## config.mk

```make
export PLATFORM = sky130hd
export DESIGN_NAME = accel_spi_slave_ctrl
export DESIGN_NICKNAME = d
export VERILOG_FILES = /design/src/rtl/accel_spi_pkg.sv /design/src/rtl/spi_link_if.sv /design/src/rtl/spi_frame_shifter.sv /design/src/rtl/axis_filter_stage.sv /design/src/rtl/accel_spi_slave_ctrl.sv
export SDC_FILE = /design/constraint.sdc
export NUM_CORES = 1
export LEC_CHECK = 0
export ABC_AREA = 1
export BUFFER_PORTS_ARGS = -buffer_cell sky130_fd_sc_hd__clkbuf_2
export CELL_PAD_IN_SITES_DETAIL_PLACEMENT = 0
export CELL_PAD_IN_SITES_GLOBAL_PLACEMENT = 1
export CORE_AREA = 8 8 123 210
export DETAILED_ROUTE_END_ITERATION = 12
export DIE_AREA = 0 0 131 218
export PLACE_DENSITY_LB_ADDON = 0.08
export SLEW_MARGIN = 20
export SYNTH_ARGS = -nofsm -noshare
export SYNTH_HDL_FRONTEND = slang
export SYNTH_SLANG_ARGS = --single-unit
```

## constraint.sdc

```tcl
create_clock -name core_clk -period 2.03 [get_ports core_clk]
set_input_delay 0.1015 -clock core_clk [delete_from_list [all_inputs] [get_ports core_clk]]
set_output_delay 0.1015 -clock core_clk [all_outputs]
set_load 0.1 [all_outputs]
```

## src/rtl/accel_spi_pkg.sv

```systemverilog
/*
  Shared constants for the accelerometer SPI slave: request and response
  field positions, codes, control register layout and timing counts.
  Assumes a 100 MHz core clock.
*/
package accel_spi_pkg;
  // ==========================================================
  // Frame and request layout
  localparam int FRAME_EDGES = 16;
  localparam int OP_HI = 15;
  localparam int OP_LO = 14;
  localparam int FETCH_BIT = 13;
  localparam int TAG_HIGH_BIT = 12;
  localparam logic [1:0] OP_ERROR = 2'h0;
  localparam logic [1:0] OP_WRITE = 2'h1;
  localparam logic [1:0] OP_READ = 2'h2;
  // ==========================================================
  // Response layout
  localparam logic [1:0] KIND_SENSOR = 2'h1;
  localparam logic [1:0] KIND_SELF_TEST = 2'h2;
  localparam logic [1:0] KIND_NON_SENSOR = 2'h3;
  localparam logic [1:0] EXC_NON_SENSOR = 2'h2;
  localparam logic [1:0] EXC_SENSOR_FAULT = 2'h1;
  localparam int PARITY_BIT = 12;
  localparam int POWERED_DOWN_BIT = 3;
  localparam int LOOP_FAULT_BIT = 2;
  localparam logic [15:0] RESET_RESPONSE = 16'h0E03;
  // ==========================================================
  // Control register layout
  localparam logic [7:0] CTRL_RESET = 8'h00;
  localparam int FREEZE_HI = 7;
  localparam int FREEZE_LO = 6;
  localparam int FILTER_CLEAR_BIT = 5;
  localparam int PATTERN_HI = 4;
  localparam int PATTERN_LO = 3;
  localparam int COMP_DISABLE_BIT = 2;
  localparam int SELF_CHECK_BIT = 1;
  localparam int SLEEP_BIT = 0;
  localparam logic [1:0] FREEZE_BOTH = 2'h0;
  localparam logic [1:0] FREEZE_CHANNEL = 2'h1;
  localparam logic [1:0] FREEZE_HIGH = 2'h2;
  localparam logic [1:0] FREEZE_NONE = 2'h3;
  // ==========================================================
  // Filter pattern values and settling
  localparam logic [1:0] PATTERN_OFF = 2'h0;
  localparam logic [1:0] PATTERN_25 = 2'h1;
  localparam logic [1:0] PATTERN_50 = 2'h2;
  localparam logic [13:0] PATTERN_25_VALUE = 14'h3400;
  localparam logic [13:0] PATTERN_50_VALUE = 14'h0000;
  localparam logic [13:0] PATTERN_75_VALUE = 14'h0C00;
  localparam int CLK_MHZ = 100;
  localparam int SETTLE_TIME_MS = 60;
  localparam int SETTLE_CYCLES = SETTLE_TIME_MS * CLK_MHZ * 1000;
endpackage : accel_spi_pkg

```

## src/rtl/spi_link_if.sv

```systemverilog
/*
  Carrier between the SPI frame shifter and the protocol core.
  Assumes both ends run on the same core clock.
*/
interface spi_link_if;
  logic frame_done;
  logic [15:0] rx_word;
  logic [4:0] edge_count;
  logic [15:0] tx_word;
  modport shifter (output frame_done, output rx_word, output edge_count, input tx_word);
  modport core (input frame_done, input rx_word, input edge_count, output tx_word);
endinterface : spi_link_if

```

## src/rtl/spi_frame_shifter.sv

```systemverilog
/*
  Samples the SPI pins on the core clock, shifts requests in and the
  pending response out, and counts rising clock edges per frame.
  Assumes the link clock is at most one eighth of the core clock.
*/
module spi_frame_shifter
  import accel_spi_pkg::*;
(
  // Clock and reset.
  input wire logic core_clk,
  input wire logic reset_n,
  // SPI pins.
  input wire logic sclk,
  input wire logic frame_select_n,
  input wire logic mosi,
  output logic miso,
  output logic miso_oe,
  // Link to the protocol core.
  spi_link_if.shifter link
);
  typedef struct packed {
    logic sclk_meta;
    logic sclk_sync;
    logic sclk_prev;
    logic sel_meta;
    logic sel_sync;
    logic sel_prev;
    logic mosi_meta;
    logic mosi_sync;
    logic [15:0] rx;
    logic [15:0] tx;
    logic [4:0] cnt;
    logic miso;
    logic oe;
    logic done;
    logic [15:0] rx_word;
    logic [4:0] edge_count;
  } shift_s;

  shift_s s;
  shift_s next_s;
  logic sel_fall;
  logic sel_rise;
  logic clk_rise;
  logic clk_fall;

  // ==========================================================
  // Edge detection works on the second sync stage only, so the
  // metastable first stage never reaches any decision.
  always_comb begin
    sel_fall = s.sel_prev & ~s.sel_sync;
    sel_rise = ~s.sel_prev & s.sel_sync;
    clk_rise = ~s.sclk_prev & s.sclk_sync & ~s.sel_sync;
    clk_fall = s.sclk_prev & ~s.sclk_sync & ~s.sel_sync;
    next_s = s;
    next_s.sclk_meta = sclk;
    next_s.sclk_sync = s.sclk_meta;
    next_s.sclk_prev = s.sclk_sync;
    next_s.sel_meta = frame_select_n;
    next_s.sel_sync = s.sel_meta;
    next_s.sel_prev = s.sel_sync;
    next_s.mosi_meta = mosi;
    next_s.mosi_sync = s.mosi_meta;
    next_s.done = 1'b0;
    if (sel_fall) begin
      next_s.tx = link.tx_word;
      next_s.miso = link.tx_word[15];
      next_s.oe = 1'b1;
      next_s.cnt = 5'h00;
    end
    if (clk_rise) begin
      next_s.rx = {s.rx[14:0], s.mosi_sync};
      if (s.cnt != 5'h1F) begin
        next_s.cnt = s.cnt + 5'h01;
      end
    end
    // A falling edge before any rising edge carries no new bit.
    if (clk_fall && s.cnt != 5'h00) begin
      next_s.tx = {s.tx[14:0], 1'b0};
      next_s.miso = s.tx[14];
    end
    if (sel_rise) begin
      next_s.done = 1'b1;
      next_s.rx_word = s.rx;
      next_s.edge_count = s.cnt;
      next_s.oe = 1'b0;
      next_s.miso = 1'b0;
    end
  end

  // ==========================================================
  // Select idles high, clock idles low after reset.
  always_ff @(posedge core_clk or negedge reset_n) begin
    if (!reset_n) begin
      s <= '0;
      s.sel_meta <= 1'b1;
      s.sel_sync <= 1'b1;
      s.sel_prev <= 1'b1;
    end else begin
      s <= next_s;
    end
  end

  assign miso = s.miso;
  assign miso_oe = s.oe;
  assign link.frame_done = s.done;
  assign link.rx_word = s.rx_word;
  assign link.edge_count = s.edge_count;
endmodule : spi_frame_shifter

```

## src/rtl/axis_filter_stage.sv

```systemverilog
/*
  Digital filter stage for both axes: filter reset, pattern test inputs
  and settling delay. Assumes raw samples arrive on the core clock.
*/
module axis_filter_stage
  import accel_spi_pkg::*;
#(
  parameter int unsigned SETTLE = SETTLE_CYCLES
) (
  // Clock and reset.
  input wire logic core_clk,
  input wire logic reset_n,
  // Controls and raw samples.
  input wire logic filter_clear,
  input wire logic [1:0] pattern_mode,
  input wire logic [13:0] raw_x,
  input wire logic [13:0] raw_y,
  // Filtered samples.
  output logic [13:0] out_x,
  output logic [13:0] out_y
);
  typedef struct packed {
    logic [31:0] wait_cnt;
    logic [1:0] mode_prev;
    logic [13:0] x;
    logic [13:0] y;
  } filt_s;

  filt_s s;
  filt_s next_s;
  logic [13:0] target;

  // ==========================================================
  // Pattern outputs appear only after the settling time, which
  // restarts whenever the mode changes or the filter is cleared.
  always_comb begin
    next_s = s;
    next_s.mode_prev = pattern_mode;
    unique case (pattern_mode)
      PATTERN_OFF: target = 14'h0000;
      PATTERN_25: target = PATTERN_25_VALUE;
      PATTERN_50: target = PATTERN_50_VALUE;
      default: target = PATTERN_75_VALUE;
    endcase
    if (filter_clear) begin
      next_s.x = 14'h0000;
      next_s.y = 14'h0000;
      next_s.wait_cnt = SETTLE;
    end else if (pattern_mode != s.mode_prev) begin
      next_s.wait_cnt = SETTLE;
    end else if (pattern_mode == PATTERN_OFF) begin
      next_s.x = raw_x;
      next_s.y = raw_y;
    end else if (s.wait_cnt != 32'h00000000) begin
      next_s.wait_cnt = s.wait_cnt - 32'h00000001;
    end else begin
      next_s.x = target;
      next_s.y = target;
    end
  end

  always_ff @(posedge core_clk or negedge reset_n) begin
    if (!reset_n) begin
      s <= '0;
    end else begin
      s <= next_s;
    end
  end

  assign out_x = s.x;
  assign out_y = s.y;
endmodule : axis_filter_stage

```

## src/rtl/accel_spi_slave_ctrl.sv

```systemverilog
/*
  Protocol core of the accelerometer SPI slave: decodes requests, keeps
  the control register and output hold registers, builds responses.
  Assumes an external SPI master and raw samples on the core clock.
*/
// Notes on behaviour
// - Granted register requests echo opcode in 14:13.
// - Bit 12 makes the word odd parity.
// - Non-sensor responses carry content kind 11.
// - Non-sensor responses except fetch faults carry exception kind 10.
// - Sixteen clock edges per frame, else fault.
// - Unknown request sets the bad request flag.
// - Error data: zeros, then three flags.
// - Write answer returns the written value.
// - Register requests ignore address, one register.
// - Opcode 01 writes, 10 reads control.
// - Fetch requests carry three sample tag bits.
// - Bits 1:0 pick axis and byte.
// - Fetch reports power down and loop faults.
// - First answer after reset: bad request, unavailable.
// - Bits 7:6 select output freeze mode.
// - Filter clear holds filters at zero.
// - Bits 4:3 choose filter test pattern.
// - Bit 2 turns compensation off.
// - Bit 1 enables self-test.
// - Bit 0 enters power down.
// - Control register resets to zero.
// - Self-test fetch answers content kind 10.
// - Freeze modes hold outputs until reads complete.
// - Sample splits into ten high, four low.
module accel_spi_slave_ctrl
  import accel_spi_pkg::*;
#(
  parameter int unsigned SETTLE = SETTLE_CYCLES
) (
  // Clock and reset.
  input wire logic core_clk,
  input wire logic reset_n,
  // SPI pins.
  input wire logic sclk,
  input wire logic frame_select_n,
  input wire logic mosi,
  output logic miso,
  output logic miso_oe,
  // Sensing path.
  input wire logic [13:0] raw_x,
  input wire logic [13:0] raw_y,
  input wire logic loop_fault_pin,
  // Control outputs to the analogue side.
  output logic comp_disable,
  output logic self_check_enable,
  output logic sleep_enable
);
  typedef struct packed {
    logic [7:0] ctrl;
    logic [15:0] tx_word;
    logic [13:0] hold_x;
    logic [13:0] hold_y;
    logic [3:0] read_seen;
    logic frz_x;
    logic frz_y;
    logic fault_meta;
    logic fault_sync;
  } core_s;

  core_s s;
  core_s next_s;
  spi_link_if link ();
  logic [13:0] filt_x;
  logic [13:0] filt_y;
  logic [15:0] req;
  logic [1:0] mode;
  logic chan_y;
  logic high_byte;
  logic [13:0] sample;
  logic [9:0] payload;
  logic [1:0] kind;

  // ==========================================================
  // Response builders
  // The parity bit is chosen last so the whole word has odd parity.
  function automatic logic [15:0] with_parity(input logic [15:0] w);
    logic [15:0] r;
    r = w;
    r[PARITY_BIT] = 1'b0;
    r[PARITY_BIT] = ~(^r);
    return r;
  endfunction : with_parity

  function automatic logic [15:0] status_word(input logic [1:0] op, input logic [7:0] data);
    logic [15:0] r;
    r = {1'b0, op, 1'b0, KIND_NON_SENSOR, EXC_NON_SENSOR, data};
    return with_parity(r);
  endfunction : status_word

  function automatic logic [15:0] error_word(input logic count_fault, input logic bad_req);
    return status_word(OP_ERROR, {5'h00, count_fault, bad_req, 1'b0});
  endfunction : error_word

  // ==========================================================
  // Frame shifter and filter stage
  spi_frame_shifter u_shifter (
    .core_clk(core_clk),
    .reset_n(reset_n),
    .sclk(sclk),
    .frame_select_n(frame_select_n),
    .mosi(mosi),
    .miso(miso),
    .miso_oe(miso_oe),
    .link(link.shifter)
  );

  axis_filter_stage #(
    .SETTLE(SETTLE)
  ) u_filter (
    .core_clk(core_clk),
    .reset_n(reset_n),
    .filter_clear(s.ctrl[FILTER_CLEAR_BIT]),
    .pattern_mode(s.ctrl[PATTERN_HI:PATTERN_LO]),
    .raw_x(raw_x),
    .raw_y(raw_y),
    .out_x(filt_x),
    .out_y(filt_y)
  );

  // ==========================================================
  // Request decode, freeze bookkeeping and response selection.
  // The response is prepared at the end of a frame and shifted out
  // during the next one, so a slow master never races the decode.
  always_comb begin
    next_s = s;
    next_s.fault_meta = loop_fault_pin;
    next_s.fault_sync = s.fault_meta;
    req = link.rx_word;
    mode = s.ctrl[FREEZE_HI:FREEZE_LO];
    chan_y = req[1];
    high_byte = ~req[0];
    sample = chan_y ? s.hold_y : s.hold_x;
    payload = high_byte ? sample[13:4] : {6'h00, sample[3:0]};
    kind = s.ctrl[SELF_CHECK_BIT] ? KIND_SELF_TEST : KIND_SENSOR;
    if (link.frame_done) begin
      if (link.edge_count != 5'(FRAME_EDGES)) begin
        // A mangled frame is not acted on; only the fault is reported.
        next_s.tx_word = error_word(1'b1, 1'b0);
      end else if (req[FETCH_BIT]) begin
        if (req[3:2] != 2'h0) begin
          next_s.tx_word = error_word(1'b0, 1'b1);
        end else if (s.ctrl[SLEEP_BIT] || s.fault_sync) begin
          next_s.tx_word = with_parity({req[TAG_HIGH_BIT], req[OP_HI], req[OP_LO], 1'b0,
              KIND_NON_SENSOR, EXC_SENSOR_FAULT, 4'h0, s.ctrl[SLEEP_BIT], s.fault_sync,
              2'h0});
        end else begin
          next_s.tx_word = with_parity({req[TAG_HIGH_BIT], req[OP_HI], req[OP_LO], 1'b0,
              kind, payload});
          // Freeze handling per output mode.
          unique case (mode)
            FREEZE_BOTH: begin
              next_s.read_seen[{chan_y, ~high_byte}] = 1'b1;
              if (&next_s.read_seen) begin
                next_s.read_seen = 4'h0;
                next_s.frz_x = 1'b0;
                next_s.frz_y = 1'b0;
              end else begin
                next_s.frz_x = 1'b1;
                next_s.frz_y = 1'b1;
              end
            end
            FREEZE_CHANNEL: begin
              next_s.read_seen[{chan_y, ~high_byte}] = 1'b1;
              if (&next_s.read_seen[{chan_y, 1'b0} +: 2]) begin
                next_s.read_seen[{chan_y, 1'b0} +: 2] = 2'h0;
                if (chan_y) next_s.frz_y = 1'b0;
                else next_s.frz_x = 1'b0;
              end else begin
                if (chan_y) next_s.frz_y = 1'b1;
                else next_s.frz_x = 1'b1;
              end
            end
            FREEZE_HIGH: begin
              if (high_byte) begin
                next_s.read_seen[{chan_y, 1'b0}] = 1'b1;
                if (next_s.read_seen[0] && next_s.read_seen[2]) begin
                  next_s.read_seen = 4'h0;
                  next_s.frz_x = 1'b0;
                  next_s.frz_y = 1'b0;
                end else begin
                  next_s.frz_x = 1'b1;
                  next_s.frz_y = 1'b1;
                end
              end
            end
            default: begin
              next_s.read_seen = 4'h0;
            end
          endcase
        end
      end else begin
        // Address bits are never decoded: there is one register.
        unique case (req[OP_HI:OP_LO])
          OP_WRITE: begin
            next_s.ctrl = req[7:0];
            next_s.tx_word = status_word(OP_WRITE, req[7:0]);
          end
          OP_READ: begin
            next_s.tx_word = status_word(OP_READ, s.ctrl);
          end
          default: begin
            next_s.tx_word = error_word(1'b0, 1'b1);
          end
        endcase
      end
    end
    // Continuous mode never leaves stale freezes behind.
    if (next_s.ctrl[FREEZE_HI:FREEZE_LO] == FREEZE_NONE) begin
      next_s.frz_x = 1'b0;
      next_s.frz_y = 1'b0;
      next_s.read_seen = 4'h0;
    end
    // A channel freezing now keeps the value just reported.
    next_s.hold_x = next_s.frz_x ? s.hold_x : filt_x;
    next_s.hold_y = next_s.frz_y ? s.hold_y : filt_y;
  end

  // ==========================================================
  // State registers.
  always_ff @(posedge core_clk or negedge reset_n) begin
    if (!reset_n) begin
      s <= '0;
      s.ctrl <= CTRL_RESET;
      s.tx_word <= RESET_RESPONSE;
    end else begin
      s <= next_s;
    end
  end

  // ==========================================================
  // Control outputs come straight from the register bits.
  assign comp_disable = s.ctrl[COMP_DISABLE_BIT];
  assign self_check_enable = s.ctrl[SELF_CHECK_BIT];
  assign sleep_enable = s.ctrl[SLEEP_BIT];
  assign link.tx_word = s.tx_word;
endmodule : accel_spi_slave_ctrl

```

==> PnR_summary.wiki, run 1 <==
{| class="wikitable"
! Metric !! Value
|-
| Actual transition at the worst max-transition pin || 0.549 ns
|-
| Number of warning messages in the yosys log || 0
|-
| Final std cells w/o fill || ~1.6k
|-
| Util after Layout || 50.5%
|-
| Avg Vias per Cell || 4.89
|-
| Area used by multi-input combinational logic || roughly 0.0042 sq mm
|-
| Antenna violations before repair || 0
|-
| Wirelength per Cell || between 15 and 20 microns
|-
| Number of design rule violations left after detail routing || 0
|-
| Maximum number of pins on one net before global-route repair || 57
|-
| Minimum clock period after layout || 1.90 ns
|-
| Core area || roughly 0.023 sq mm
|-
| Leakage component of the power || 0.00602 uW
|-
| Most common cell after layout, fill and taps aside || nand2_1
|-
| Starting utilization of the core area || 40.8%
|-
| DRT antenna net count || 0
|-
| Worst setup EP type || flip-flop
|-
| Peak clock frequency supported by timing || between 0.5 and 0.6 GHz
|-
| Clock latency on the worst-skew pair || about 0.45 ns
|-
| Post-route fraction of the period consumed by the critical path || 93.4%
|-
| Synthesis-to-layout area growth || 23.7%
|-
| Global-route wire length before repair || 41.7 mm
|-
| Total non-filler cell area in the finished layout || 0.0116 sq mm
|-
| Clock Tree Buf Depth || 2
|-
| Max-capacitance violation count || 0
|-
| Arrival time of data at the critical path endpoint || 2.29 ns
|-
| Number of H-tree branching levels || 4
|-
| Worst-case reg-to-reg path depth || 7
|-
| Category of the most critical setup path || reg2reg
|-
| GP Congestion || 0.830
|-
| Final setup viols || 0
|-
| CTS clock-pin slew for the worst setup and hold paths || 0.07 ns
|-
| Unique masters post-synth || 45
|-
| DRT Pass-1 Iters || 5
|-
| Most frequent cells in the layout || nand2_1 (369), dfrtp_1 (174), inv_1 (123)
|-
| Power Density || 769 mW/mm^2
|-
| Max-slew violations || 0
|-
| Power Total || approximately 9000 uW
|-
| Post-Place Cell Area || 0.0106 sq mm
|-
| Number of fill cells in the layout || between 2k and 2.5k
|-
| Slew Limit Headroom || 63.6%
|-
| ANT cells || 0
|-
| Netlist Area Pre-Place || 0.00942 sq mm
|-
| Horizontal die dimension || roughly 130 microns
|-
| Count of state elements after synthesis || 186
|-
| IO Pins || 39
|-
| Die area || 0.0286 sq mm
|-
| Port Buffer Count || 38
|-
| DRC marker count from the first detailed-route iteration || 353
|-
| Run status || completed
|-
| Number of cells produced by synthesis || about 1.2k
|-
| Clock Skews || 0.0155 ns
|-
| Clock tree from TritonCTS || built
|-
| Clock Sinks || 186
|-
| Root buf cell || clkbuf_16
|-
| Hold Violations, Final || 0
|-
| Sequential cell area || 0.00467 sq mm
|-
| Number of nets at the end of the flow || 1381
|-
| TritonCTS buffer count || 17
|-
| Kind of start point of the critical path || flip-flop
|-
| Vias || 8027
|-
| Unrepaired setup endpoints after global routing || false
|-
| Synthesized net count || 1237
|-
| Overall Global Routing Usage || 18.9%
|-
| Die height || between 200 and 250 microns
|-
| Estimated wirelength of the detail-placed design || 19.1 mm
|-
| Minimum setup slack in the final design || 0.133 ns
|-
| Sequential cell area fraction in the yosys report || 49.5%
|-
| Required time at the endpoint of the critical path || 2.43 ns
|-
| Crit-path max FO || 6
|-
| Overflow left after global routing || 0
|-
| Via count of the first global-routing pass || 8185
|-
| Number of core rows || 74
|-
| VDD IR max || 0.000616 V
|-
| Cell Count Post-Placement || approximately 1.6k
|-
| Synthesized area per cell || between 7 and 8 sq um
|-
| Setup WS pre-CTS || -0.0120 ns
|-
| Total wirelength of the detailed-routed design || 25.3 mm
|-
| Type of the tightest min-delay check || in2async
|-
| Layout cell share with drive strength beyond 1 || 17.4%
|}
-- critical path, stage by stage (launching register included) --
cell	delay [ns]
dfrtp_1	0.43
ha_1	0.30
nor4_4	0.41
or2_2	0.27
nand3_4	0.20
inv_6	0.13
nand2_1	0.06
nand2_1	0.05
-- cell usage after synthesis --
cell type | count | area share, %
a21boi_0 | 2 | 0.16
a211oi_1 | 1 | 0.080
nand2_1 | 371 | 15
clkinv_1 | 2 | 0.080
buf_2 | 12 | 0.64
xnor2_1 | 10 | 0.93
and3_1 | 2 | 0.13
a31oi_1 | 5 | 0.33
a21oi_1 | 31 | 1.6
a32o_1 | 1 | 0.11
nor3b_1 | 1 | 0.080
ha_1 | 23 | 3.1
o21ai_1 | 6 | 0.32
nand4_1 | 16 | 1.1
nand3_1 | 95 | 5.0
nand2_2 | 7 | 0.47
inv_4 | 2 | 0.13
nor4_2 | 1 | 0.13
nand4_2 | 1 | 0.13
buf_4 | 3 | 0.24
nor2_4 | 3 | 0.36
inv_1 | 126 | 5.0
o21bai_1 | 1 | 0.080
xor2_1 | 13 | 1.2
nor2_2 | 2 | 0.13
a2111oi_0 | 1 | 0.093
a32oi_1 | 1 | 0.093
or2_2 | 7 | 0.47
nand3_4 | 1 | 0.19
nor4_1 | 2 | 0.13
buf_6 | 4 | 0.48
nand3b_1 | 1 | 0.080
dfrtp_1 | 178 | 47
o311ai_0 | 2 | 0.19
o31ai_1 | 2 | 0.16
o21ai_0 | 74 | 3.9
nor3_1 | 11 | 0.58
dfstp_2 | 8 | 2.2
o22ai_1 | 12 | 0.80
nor2_1 | 85 | 3.4
inv_2 | 4 | 0.16
clkbuf_1 | 23 | 0.92
o221ai_1 | 15 | 1.4
o211ai_1 | 10 | 0.80
nand2_4 | 2 | 0.24
-- cell type report --
class                      instances  share of cell area, %
inverter                         134                   4.46
timing repair buffer             164                   11.5
sequential                       186                   40.1
tap                              304                   3.27
clock inverter                    12                  0.977
multi-input combinational        820                   35.7
timing repair inverter             1                 0.0752
clock buffer                      20                   3.92
-- logic make-up after synthesis --
logic type | Yosys count | synth area share (%)
flops | 186 | 49.5
xor+xnor | 23 | 2.14
compound gates | 164 | 10.2
simple gates | 608 | 27.4
fa+ha+maj | 23 | 3.06
buf+inv | 176 | 7.67
-- through the flow --
stage                     hold WS [ns]  TNS [ns]
after global placement           0.119         0
after CTS                        0.192         0
after detailed placement         0.116   -0.0554
final                            0.199         0
after global routing             0.215         0
after floorplan                 -0.194         0
-- power breakdown --
group	switching, uW	internal [uW]	leakage (uW)	total [uW]
clock	1490	1770	0.000282	3260
combinational	1010	588	0.00340	1590
sequential	160	3940	0.00233	4100
total	2660	6300	0.00602	8960
-- metal layers --
layer	GRT usage, %	vias up	routed length, microns
met2	34.1	94	13900
met1	21.0	3777	10100
met5	0	-	0
li1	-	4118	-
met4	8.46	0	718
met3	3.16	38	559
-- sequential cells by signal (all words and copies together) (netlist names), 2 cells and up --
register                   flops
u_shifter.s                   39
s                             38
u_filter.s                    34
link.tx_word                  16
u_filter.out_x                14
u_filter.out_y                14
u_shifter.link.rx_word        12
u_shifter.link.edge_count      5
u_shifter.next_s               5
mode                           2
-- what timing repair did --
item / CTS / global route
hold buffers: 33 / 0
endpoints found under the setup margin: 11 / 64
hold endpoints to repair: 84 / 0
buffers inserted: 0 / 7
gates resized for setup: 1 / 36
cloned: 0 / 3
pin swaps: 0 / 8
-- worst paths after layout --
path	startpoint	endpoint	slack, ns
max in group asynchronous	reset_n	u_shifter.s[28]	1.16
worst min-delay path	reset_n	u_shifter.s[39]	0.20
min in group core_clk	sclk	u_shifter.next_s[67]	0.29
worst min register to register	next_s[0]	s[0]	0.35
worst max-delay path	mode[0]	s[10]	0.13
worst max register to register	mode[0]	s[10]	0.13
Note: power is estimated with default switching activity, not from simulation.
==> inputs of run 2 (changes only) <==
Settings changed: MAX_ROUTING_LAYER from default to met4, PLACE_DENSITY_LB_ADDON 0.08 to 0.1, SKIP_CTS_REPAIR_TIMING from default to 1.
==> run 2 against run 1 <==
Compared with the run above:
- routed wire length grew 1.9%
- worst setup slack got worse by 0.055 ns
- first-iteration DRC count down 12%
- sequential cell count did not move
- clock skew down 0.0040 ns
- register-to-register slack worse by 0.05 ns
- utilization about the same
- critical path depth is 3 higher
- global-route usage increased by 0.46 points
- sequential share of layout area hardly changed
- hold slack gained 0.016 ns
- maximum frequency is 2.8% lower
- critical path type unchanged
==> PnR_summary.wiki, run 2 (synthesis gave the netlist of run 1 again) <==
{| class="wikitable"
! Metric !! Value
|-
| Die area || 0.0286 sq mm (unchanged)
|-
| IO Pins || 39 (unchanged)
|-
| Worst setup EP type || flip-flop
|-
| Clock tree from TritonCTS || built
|-
| Port Buffer Count || 38 (unchanged)
|-
| Clock Tree Buf Depth || 2 (unchanged)
|-
| Required time at the endpoint of the critical path || 2.38 ns (-0.05 ns)
|-
| Setup WS pre-CTS || -0.0733 ns (-0.0613 ns)
|-
| DRT antenna net count || 0 (unchanged)
|-
| Final setup viols || 0 (unchanged)
|-
| Peak clock frequency supported by timing || 0.512 GHz (-2.8%)
|-
| Kind of start point of the critical path || flip-flop
|-
| Smallest hold slack || 0.215 ns (+0.0163 ns)
|-
| Starting utilization of the core area || 40.8% (unchanged)
|-
| ANT cells || 0 (unchanged)
|-
| Minimum clock period after layout || 1.95 ns (+0.0546 ns)
|-
| Core area || 0.0231 sq mm (unchanged)
|-
| Most common cell after layout, fill and taps aside || nand2_1
|-
| Layout cell share with drive strength beyond 1 || 17.8% (+0.34 points)
|-
| Most frequent cells in the layout || nand2_1 (365), dfrtp_1 (175), inv_1 (117)
|-
| Max-slew violations || 0 (unchanged)
|-
| Hold Violations, Final || 0 (unchanged)
|-
| GP Congestion || 0.881 (+6.1%)
|-
| Capture instance of the worst register-to-register path || s[19]
|-
| Number of fill cells in the layout || 2320 (+0.91%)
|-
| Max-capacitance violation count || 0 (unchanged)
|-
| Synthesis-to-layout area growth || 23.7% (about the same)
|-
| Top layer used by detailed routing || met4
|-
| Antenna violations before repair || 0 (unchanged)
|-
| Origin of the critical flop-to-flop path || sleep_enable
|-
| Post-route fraction of the period consumed by the critical path || 96.1% (+2.7 points)
|-
| Root buf cell || clkbuf_16
|-
| Util after Layout || 50.5% (about the same)
|-
| Number of design rule violations left after detail routing || 0 (unchanged)
|-
| Category of the most critical setup path || reg2reg
|-
| Clock Skews || 0.0115 ns (-0.00397 ns)
|-
| Number of core rows || 74 (unchanged)
|-
| DR WL met2 || 14.0 mm (+1.0%)
|-
| Actual transition at the worst max-transition pin || 0.568 ns (+0.0194 ns)
|-
| Number of H-tree branching levels || 4 (unchanged)
|-
| Die height || 218 microns (unchanged)
|-
| Flip-flop count of the largest register, all copies and words added || 39 (unchanged)
|-
| Via count of the first global-routing pass || 8018 (-2.0%)
|-
| Routed met3 length || 517 microns (-7.5%)
|-
| Overall Global Routing Usage || 19.4% (+0.46 points)
|-
| Clock Sinks || 186 (unchanged)
|-
| Type of the tightest min-delay check || in2async
|-
| Avg Vias per Cell || 4.95 (+1.3%)
|-
| Number of nets at the end of the flow || 1378 (-0.22%)
|-
| Global-route wire length before repair || 41.4 mm (-0.71%)
|-
| DRT Pass-1 Iters || 5 (unchanged)
|-
| VDD IR max || 0.000526 V (-15%)
|-
| Overflow left after global routing || 0 (unchanged)
|-
| Clock latency on the worst-skew pair || 0.45 ns (about the same)
|-
| Flop-to-flop setup slack || 0.08 ns (-0.05 ns)
|-
| Vias || 8116 (+1.1%)
|-
| Arrival time of data at the critical path endpoint || 2.30 ns (about the same)
|-
| Total Negative Setup Slacks || 0 ns (unchanged)
|-
| Met1 Routed Length || 10.4 mm (+2.6%)
|-
| Worst-case reg-to-reg path depth || 10 (+3)
|-
| CTS clock-pin slew for the worst setup and hold paths || 0.07 ns (about the same)
|-
| TritonCTS buffer count || 17 (unchanged)
|-
| Power Total || 9210 uW (+2.8%)
|-
| Run status || completed
|-
| Total wirelength of the detailed-routed design || 25.8 mm (+1.9%)
|-
| Crit-path max FO || 6 (unchanged)
|-
| Largest Register || u_shifter.s
|-
| Estimated wirelength of the detail-placed design || 19.3 mm (+1.2%)
|-
| Wirelength per Cell || 15.7 microns (+2.1%)
|-
| Power Density || 791 mW/mm^2 (+2.8%)
|-
| Maximum number of pins on one net before global-route repair || 64 (+12%)
|-
| Leakage component of the power || 0.00599 uW (-0.51%)
|-
| DRC marker count from the first detailed-route iteration || 309 (-12%)
|-
| Slew Limit Headroom || 62.3% (-1.3 points)
|-
| Minimum setup slack in the final design || 0.0785 ns (-0.0546 ns)
|-
| Horizontal die dimension || 131 microns (unchanged)
|-
| Biggest registers after layout || u_shifter.s x39, s x38, u_filter.s x34
|}
[run 2: cell types whose count changed in the layout (fill, tap and decap cells not counted), sizes merged]
cell      before  now
buf           93   89
bufinv         1    3
clkbuf        58   56
clkinv         7    5
clkinvlp       2    3
inv          137  138
nand2        380  381
[run 2: metal layers]
| layer | up-vias | GRT usage (%) |
|---|---|---|
| met5 | - | - |
| met4 | 0 | 8.31 |
| met3 | 39 | 2.84 |
| met2 | 104 | 34.0 |
| met1 | 3863 | 21.1 |
| li1 | 4110 | - |
[run 2: through the flow]
stage,std cells,instance area (sq um)
after floorplan,1180,9440
after global placement,1559,10500
after detailed placement,1559,10500
after CTS,1591,11100
after global routing,1638,11600
final,1638,11600
[run 2: final cells by class]
type                    instances  area [sq um]  share of cell area, %
clock buffers                  18           429                   3.68
clock inverters                14           186                   1.60
inverters                     134           522                   4.48
multi-input cells             821          4170                   35.8
flip-flops and latches        186          4670                   40.1
well taps                     304           380                   3.27
repair buffers                160          1280                   11.0
repair inverters                1          8.76                 0.0752
[run 2: where the power goes]
| group | switching, uW | internal, uW | leakage (uW) |
|---|---|---|---|
| sequential | 164 | 3940 | 0.00233 |
| combinational | 1010 | 582 | 0.00336 |
| clock | 1540 | 1970 | 0.000294 |
| total | 2720 | 6490 | 0.00599 |
[run 2: worst max-delay path, stage by stage, from the launching register on]
cell     delay, ns
dfrtp_4       0.52
inv_2         0.10
ha_2          0.20
nand2_2       0.08
nor4_4        0.25
nand4_1       0.15
buf_6         0.17
nand3_4       0.19
inv_6         0.07
nand2_1       0.07
nand2_1       0.04
[run 2: worst max path at each step]
stage	depth (start not counted)	start	end
after floorplan	14	u_shifter.link.rx_word[1]	s[22]
after global placement	10	u_shifter.link.rx_word[0]	s[21]
after detailed placement	10	u_shifter.link.rx_word[0]	s[18]
after CTS	10	u_shifter.link.rx_word[0]	s[13]
after global routing	10	u_shifter.link.rx_word[1]	s[17]
final	10	sleep_enable	s[19]
==> inputs of run 3 (changes only) <==
Settings changed: ABC_AREA 1 to default, CORE_AREA 8 8 123 210 to 8 8 114 194, DIE_AREA 0 0 131 218 to 0 0 122 202.
==> run 3 against run 2 <==
Compared with the run above:
- the run now ends with hold timing, setup timing left
- register-to-register slack got worse by 0.67 ns
- highest routed layer unchanged
- area after synthesis decreased by 8.6%
- global-route usage decreased by 1.9 points
==> PnR_summary.wiki, run 3 <==
{| class="wikitable"
! Metric !! Value
|-
| Part of the power in the clock network || 36.6% (-1.5 points)
|-
| DRT antenna net count || 0 (unchanged)
|-
| Most instantiated library cell after synthesis || dfrtp_1
|-
| Number of cells produced by synthesis || 745 (-37%)
|-
| Synthesized net count || 802 (-35%)
|-
| Horizontal die dimension || 122 microns (-6.9%)
|-
| Number of fill cells in the layout || 1647 (-29%)
|-
| Wirelength per Cell || 17.9 microns (+14%)
|-
| Library cell with the largest summed area after synthesis || dfrtp_1
|-
| Actual transition at the worst max-transition pin || 0.616 ns (+0.0475 ns)
|-
| Core area || 0.0195 sq mm (-15%)
|-
| Die height || 202 microns (-7.3%)
|-
| Comb pwr share || 15.3% (-2.0 points)
|-
| Number of nets at the end of the flow || 961 (-30%)
|-
| Most common cell after layout, fill and taps aside || dfrtp_1
|-
| Number of warning messages in the yosys log || 0 (unchanged)
|-
| Most frequent cells in the layout || dfrtp_1 (176), buf_4 (90), nor2_1 (60)
|-
| Via count of the first global-routing pass || 6551 (-18%)
|-
| Estimated wirelength of the detail-placed design || 14.7 mm (-24%)
|-
| Smallest hold slack || -0.00927 ns (-0.225 ns)
|-
| Overflow left after global routing || 0 (unchanged)
|-
| Netlist Area Pre-Place || 0.00861 sq mm (-8.6%)
|-
| Overall Global Routing Usage || 17.5% (-1.9 points)
|-
| Slew Limit Headroom || 58.9% (-3.3 points)
|-
| Hold Path Depth || 3
|-
| Maximum number of pins on one net before global-route repair || 75 (+17%)
|-
| Avg Vias per Cell || 5.35 (+7.9%)
|-
| DRC marker count from the first detailed-route iteration || 213 (-31%)
|-
| Required time at the endpoint of the critical path || 2.34 ns (-0.04 ns)
|-
| Post-route fraction of the period consumed by the critical path || 129% (+33 points)
|-
| Arrival time of data at the critical path endpoint || 2.93 ns (+0.63 ns)
|-
| Antenna violations before repair || 0 (unchanged)
|-
| Power Total || 8730 uW (-5.3%)
|-
| Sequential cell area fraction in the yosys report || 54.2% (+4.6 points)
|-
| Global-route wire length before repair || 33.2 mm (-20%)
|-
| Unique masters post-synth || 60 (+33%)
|-
| VDD IR max || 0.000641 V (+22%)
|-
| Total wirelength of the detailed-routed design || 20.8 mm (-19%)
|-
| Clock Skews || 0.0106 ns (-0.000963 ns)
|-
| Number of core rows || 68 (-8.1%)
|-
| Origin of the critical flop-to-flop path || u_shifter.link.edge_count[1]
|-
| Post-Place Cell Area || 0.00988 sq mm (-5.6%)
|-
| Flop-to-flop setup slack || -0.59 ns (-0.67 ns)
|-
| Largest Register || u_shifter.s
|-
| Switching share of power || 26.1% (-3.4 points)
|-
| Count of state elements after synthesis || 186 (unchanged)
|-
| WHS Endpoint || u_filter.out_y[13]
|-
| Number of H-tree branching levels || 4 (unchanged)
|-
| Hold Violations, Final || 1 (+1)
|-
| Flip-flop count of the largest register, all copies and words added || 39 (unchanged)
|-
| EDFF count, synth || 0 (unchanged)
|-
| Synthesis-to-layout area growth || 29.2%
|-
| Minimum clock period after layout || 2.62 ns (+0.667 ns)
|-
| Category of the most critical setup path || reg2reg
|-
| DRT Pass-1 Iters || 5 (unchanged)
|-
| CTS clock-pin slew for the worst setup and hold paths || 0.07 ns (about the same)
|-
| Kind of start point of the critical path || flip-flop
|-
| Max-capacitance violation count || 0 (unchanged)
|-
| Unrepaired setup endpoints after global routing || true
|-
| GP Congestion || 0.897 (+1.9%)
|-
| Startpoint of the tightest hold check path || raw_y[13]
|-
| TritonCTS buffer count || 17 (unchanged)
|-
| IO Pins || 39 (unchanged)
|-
| Portion of synthesized cell area occupied by the leading cell type || 51.7% (+4.4 points)
|-
| Commonest cells in the netlist || dfrtp_1 (178), nor2_1 (64), mux2_2 (60)
|-
| Port Buffer Count || 38 (unchanged)
|-
| Synthesized area per cell || 11.6 sq um (+45%)
|-
| Internal power of the cells || 6450 uW (-0.65%)
|-
| Biggest registers after layout || u_shifter.s x39, s x38, u_filter.s x34
|-
| Type of the tightest min-delay check || in2reg
|-
| Clock Tree Buf Depth || 2 (unchanged)
|-
| Number of design rule violations left after detail routing || 0 (unchanged)
|-
| Leakage component of the power || 0.00504 uW (-16%)
|-
| Power Density || 784 mW/mm^2 (-0.82%)
|-
| Cell types with the largest area share after synthesis || dfrtp_1 (52%), mux2_2 (7.8%), xnor2_1 (3.7%)
|-
| Peak clock frequency supported by timing || 0.382 GHz (-25%)
|-
| Worst setup EP type || flip-flop
|-
| Clock latency on the worst-skew pair || 0.43 ns (-0.02 ns)
|-
| Run status || complete, but fails checks
|-
| Crit-path max FO || 15 (+9)
|-
| Total non-filler cell area in the finished layout || 0.0111 sq mm (-4.5%)
|-
| ANT cells || 0 (unchanged)
|-
| Clock Sinks || 186 (unchanged)
|-
| Reg power frac || 48.0% (+3.4 points)
|-
| Starting utilization of the core area || 44.2% (+3.3 points)
|-
| Switching power || 2270 uW (-16%)
|-
| Minimum setup slack in the final design || -0.589 ns (-0.667 ns)
|-
| Layout cell share with drive strength beyond 1 || 33.3% (+15 points)
|-
| Root buf cell || clkbuf_16
|-
| Capture instance of the worst register-to-register path || s[18]
|-
| Vias || 6215 (-23%)
|-
| Clock tree from TritonCTS || built
|-
| Max-slew violations || 0 (unchanged)
|-
| Violations in the final reports || hold timing, setup timing
|-
| Die area || 0.0246 sq mm (-14%)
|-
| Total Negative Setup Slacks || -26.42 ns (-26.42 ns)
|-
| Final setup viols || 97 (+97)
|-
| Top FF cell, synth || dfrtp_1
|-
| Async set or reset register ratio after synthesis || 100% (unchanged)
|-
| Worst-case reg-to-reg path depth || 7 (-3)
|}
## run 3: changes by cell type in the layout (fill, tap and decap cells not counted), sizes merged, moves of 12 or more
| cell | change |
|---|---|
| o2bb2ai | +12 |
| inv | -117 |
| mux2 | +60 |
| nand2 | -331 |
| xnor2 | +26 |
| o21ai | -53 |
| buf | +14 |
| mux2i | +24 |
| o221ai | -12 |
| nor2 | -23 |
| a22o | +22 |
| nand3 | -87 |
## run 3: worst max-delay path by stage
stage                     cells after the start  slack [ns]    end                    startpoint
after floorplan                               8       -0.72  s[22]  u_shifter.link.edge_count[1]
after global placement                        7       -0.54  s[12]  u_shifter.link.edge_count[1]
after detailed placement                      7       -0.59  s[20]  u_shifter.link.edge_count[1]
after CTS                                     7       -0.61  s[20]  u_shifter.link.edge_count[1]
after global routing                          7       -0.68  s[18]  u_shifter.link.edge_count[1]
final                                         7       -0.59  s[18]  u_shifter.link.edge_count[1]
## run 3: power by group through the flow
stage | registers (uW) | clock network, uW | logic [uW]
after global routing | 4230 | 3420 | 1450
after CTS | 4190 | 3290 | 1260
after floorplan | 4190 | 0 | 762
final | 4190 | 3200 | 1340
after global placement | 4250 | 0 | 1230
after detailed placement | 4260 | 0 | 1250
## run 3: through the flow
stage	hold WS [ns]	setup WS [ns]	utilization [%]	cells
finish	-0.00927	-0.589	57.1	1162
global route	0.00188	-0.683	57.1	1162
CTS	-0.296	-0.607	53.6	1120
detailed placement	0.173	-0.592	50.7	1088
global placement	0.165	-0.540	50.7	1088
floorplan	-0.194	-0.716	-	745
## run 3: cells by family after synthesis
kind of cell	after synthesis	share of synthesized area [%]
compound gates	138	11.1
xor+xnor	58	5.90
fa+ha+maj	23	3.34
buf+inv	56	2.66
flops	186	54.2
mux	88	11.7
simple gates	196	11.1
## run 3: layout make-up
class | instances | area [sq um] | share of cell area, %
Timing Repair Buffer | 172 | 1380 | 12.4
Tap cell | 245 | 307 | 2.75
Inverter | 21 | 78.8 | 0.708
Clock inverter | 9 | 88.8 | 0.798
Sequential cell | 186 | 4670 | 42.0
Clock buffer | 23 | 478 | 4.30
Multi-Input combinational cell | 506 | 4120 | 37.0
## run 3: worst max-delay path, cell delays in order (launching register included)
cell      delay, ns
dfrtp_1        0.38
or4_4          0.56
or2_4          0.27
nor3b_4        0.27
mux2i_4        0.32
o21bai_4       0.18
buf_12         0.17
mux2_2         0.35
## run 3: per-layer routing
metal  wire length, microns  track usage (%)  part of all wire (%)  up-vias
li1                       -                -                     -     2955
met1                   8110             18.5                    39     3125
met2                  11600             31.0                    56       93
met3                    408             2.85                   2.0       42
met4                    690             7.89                   3.3        0
met5                      0                -                     0        -
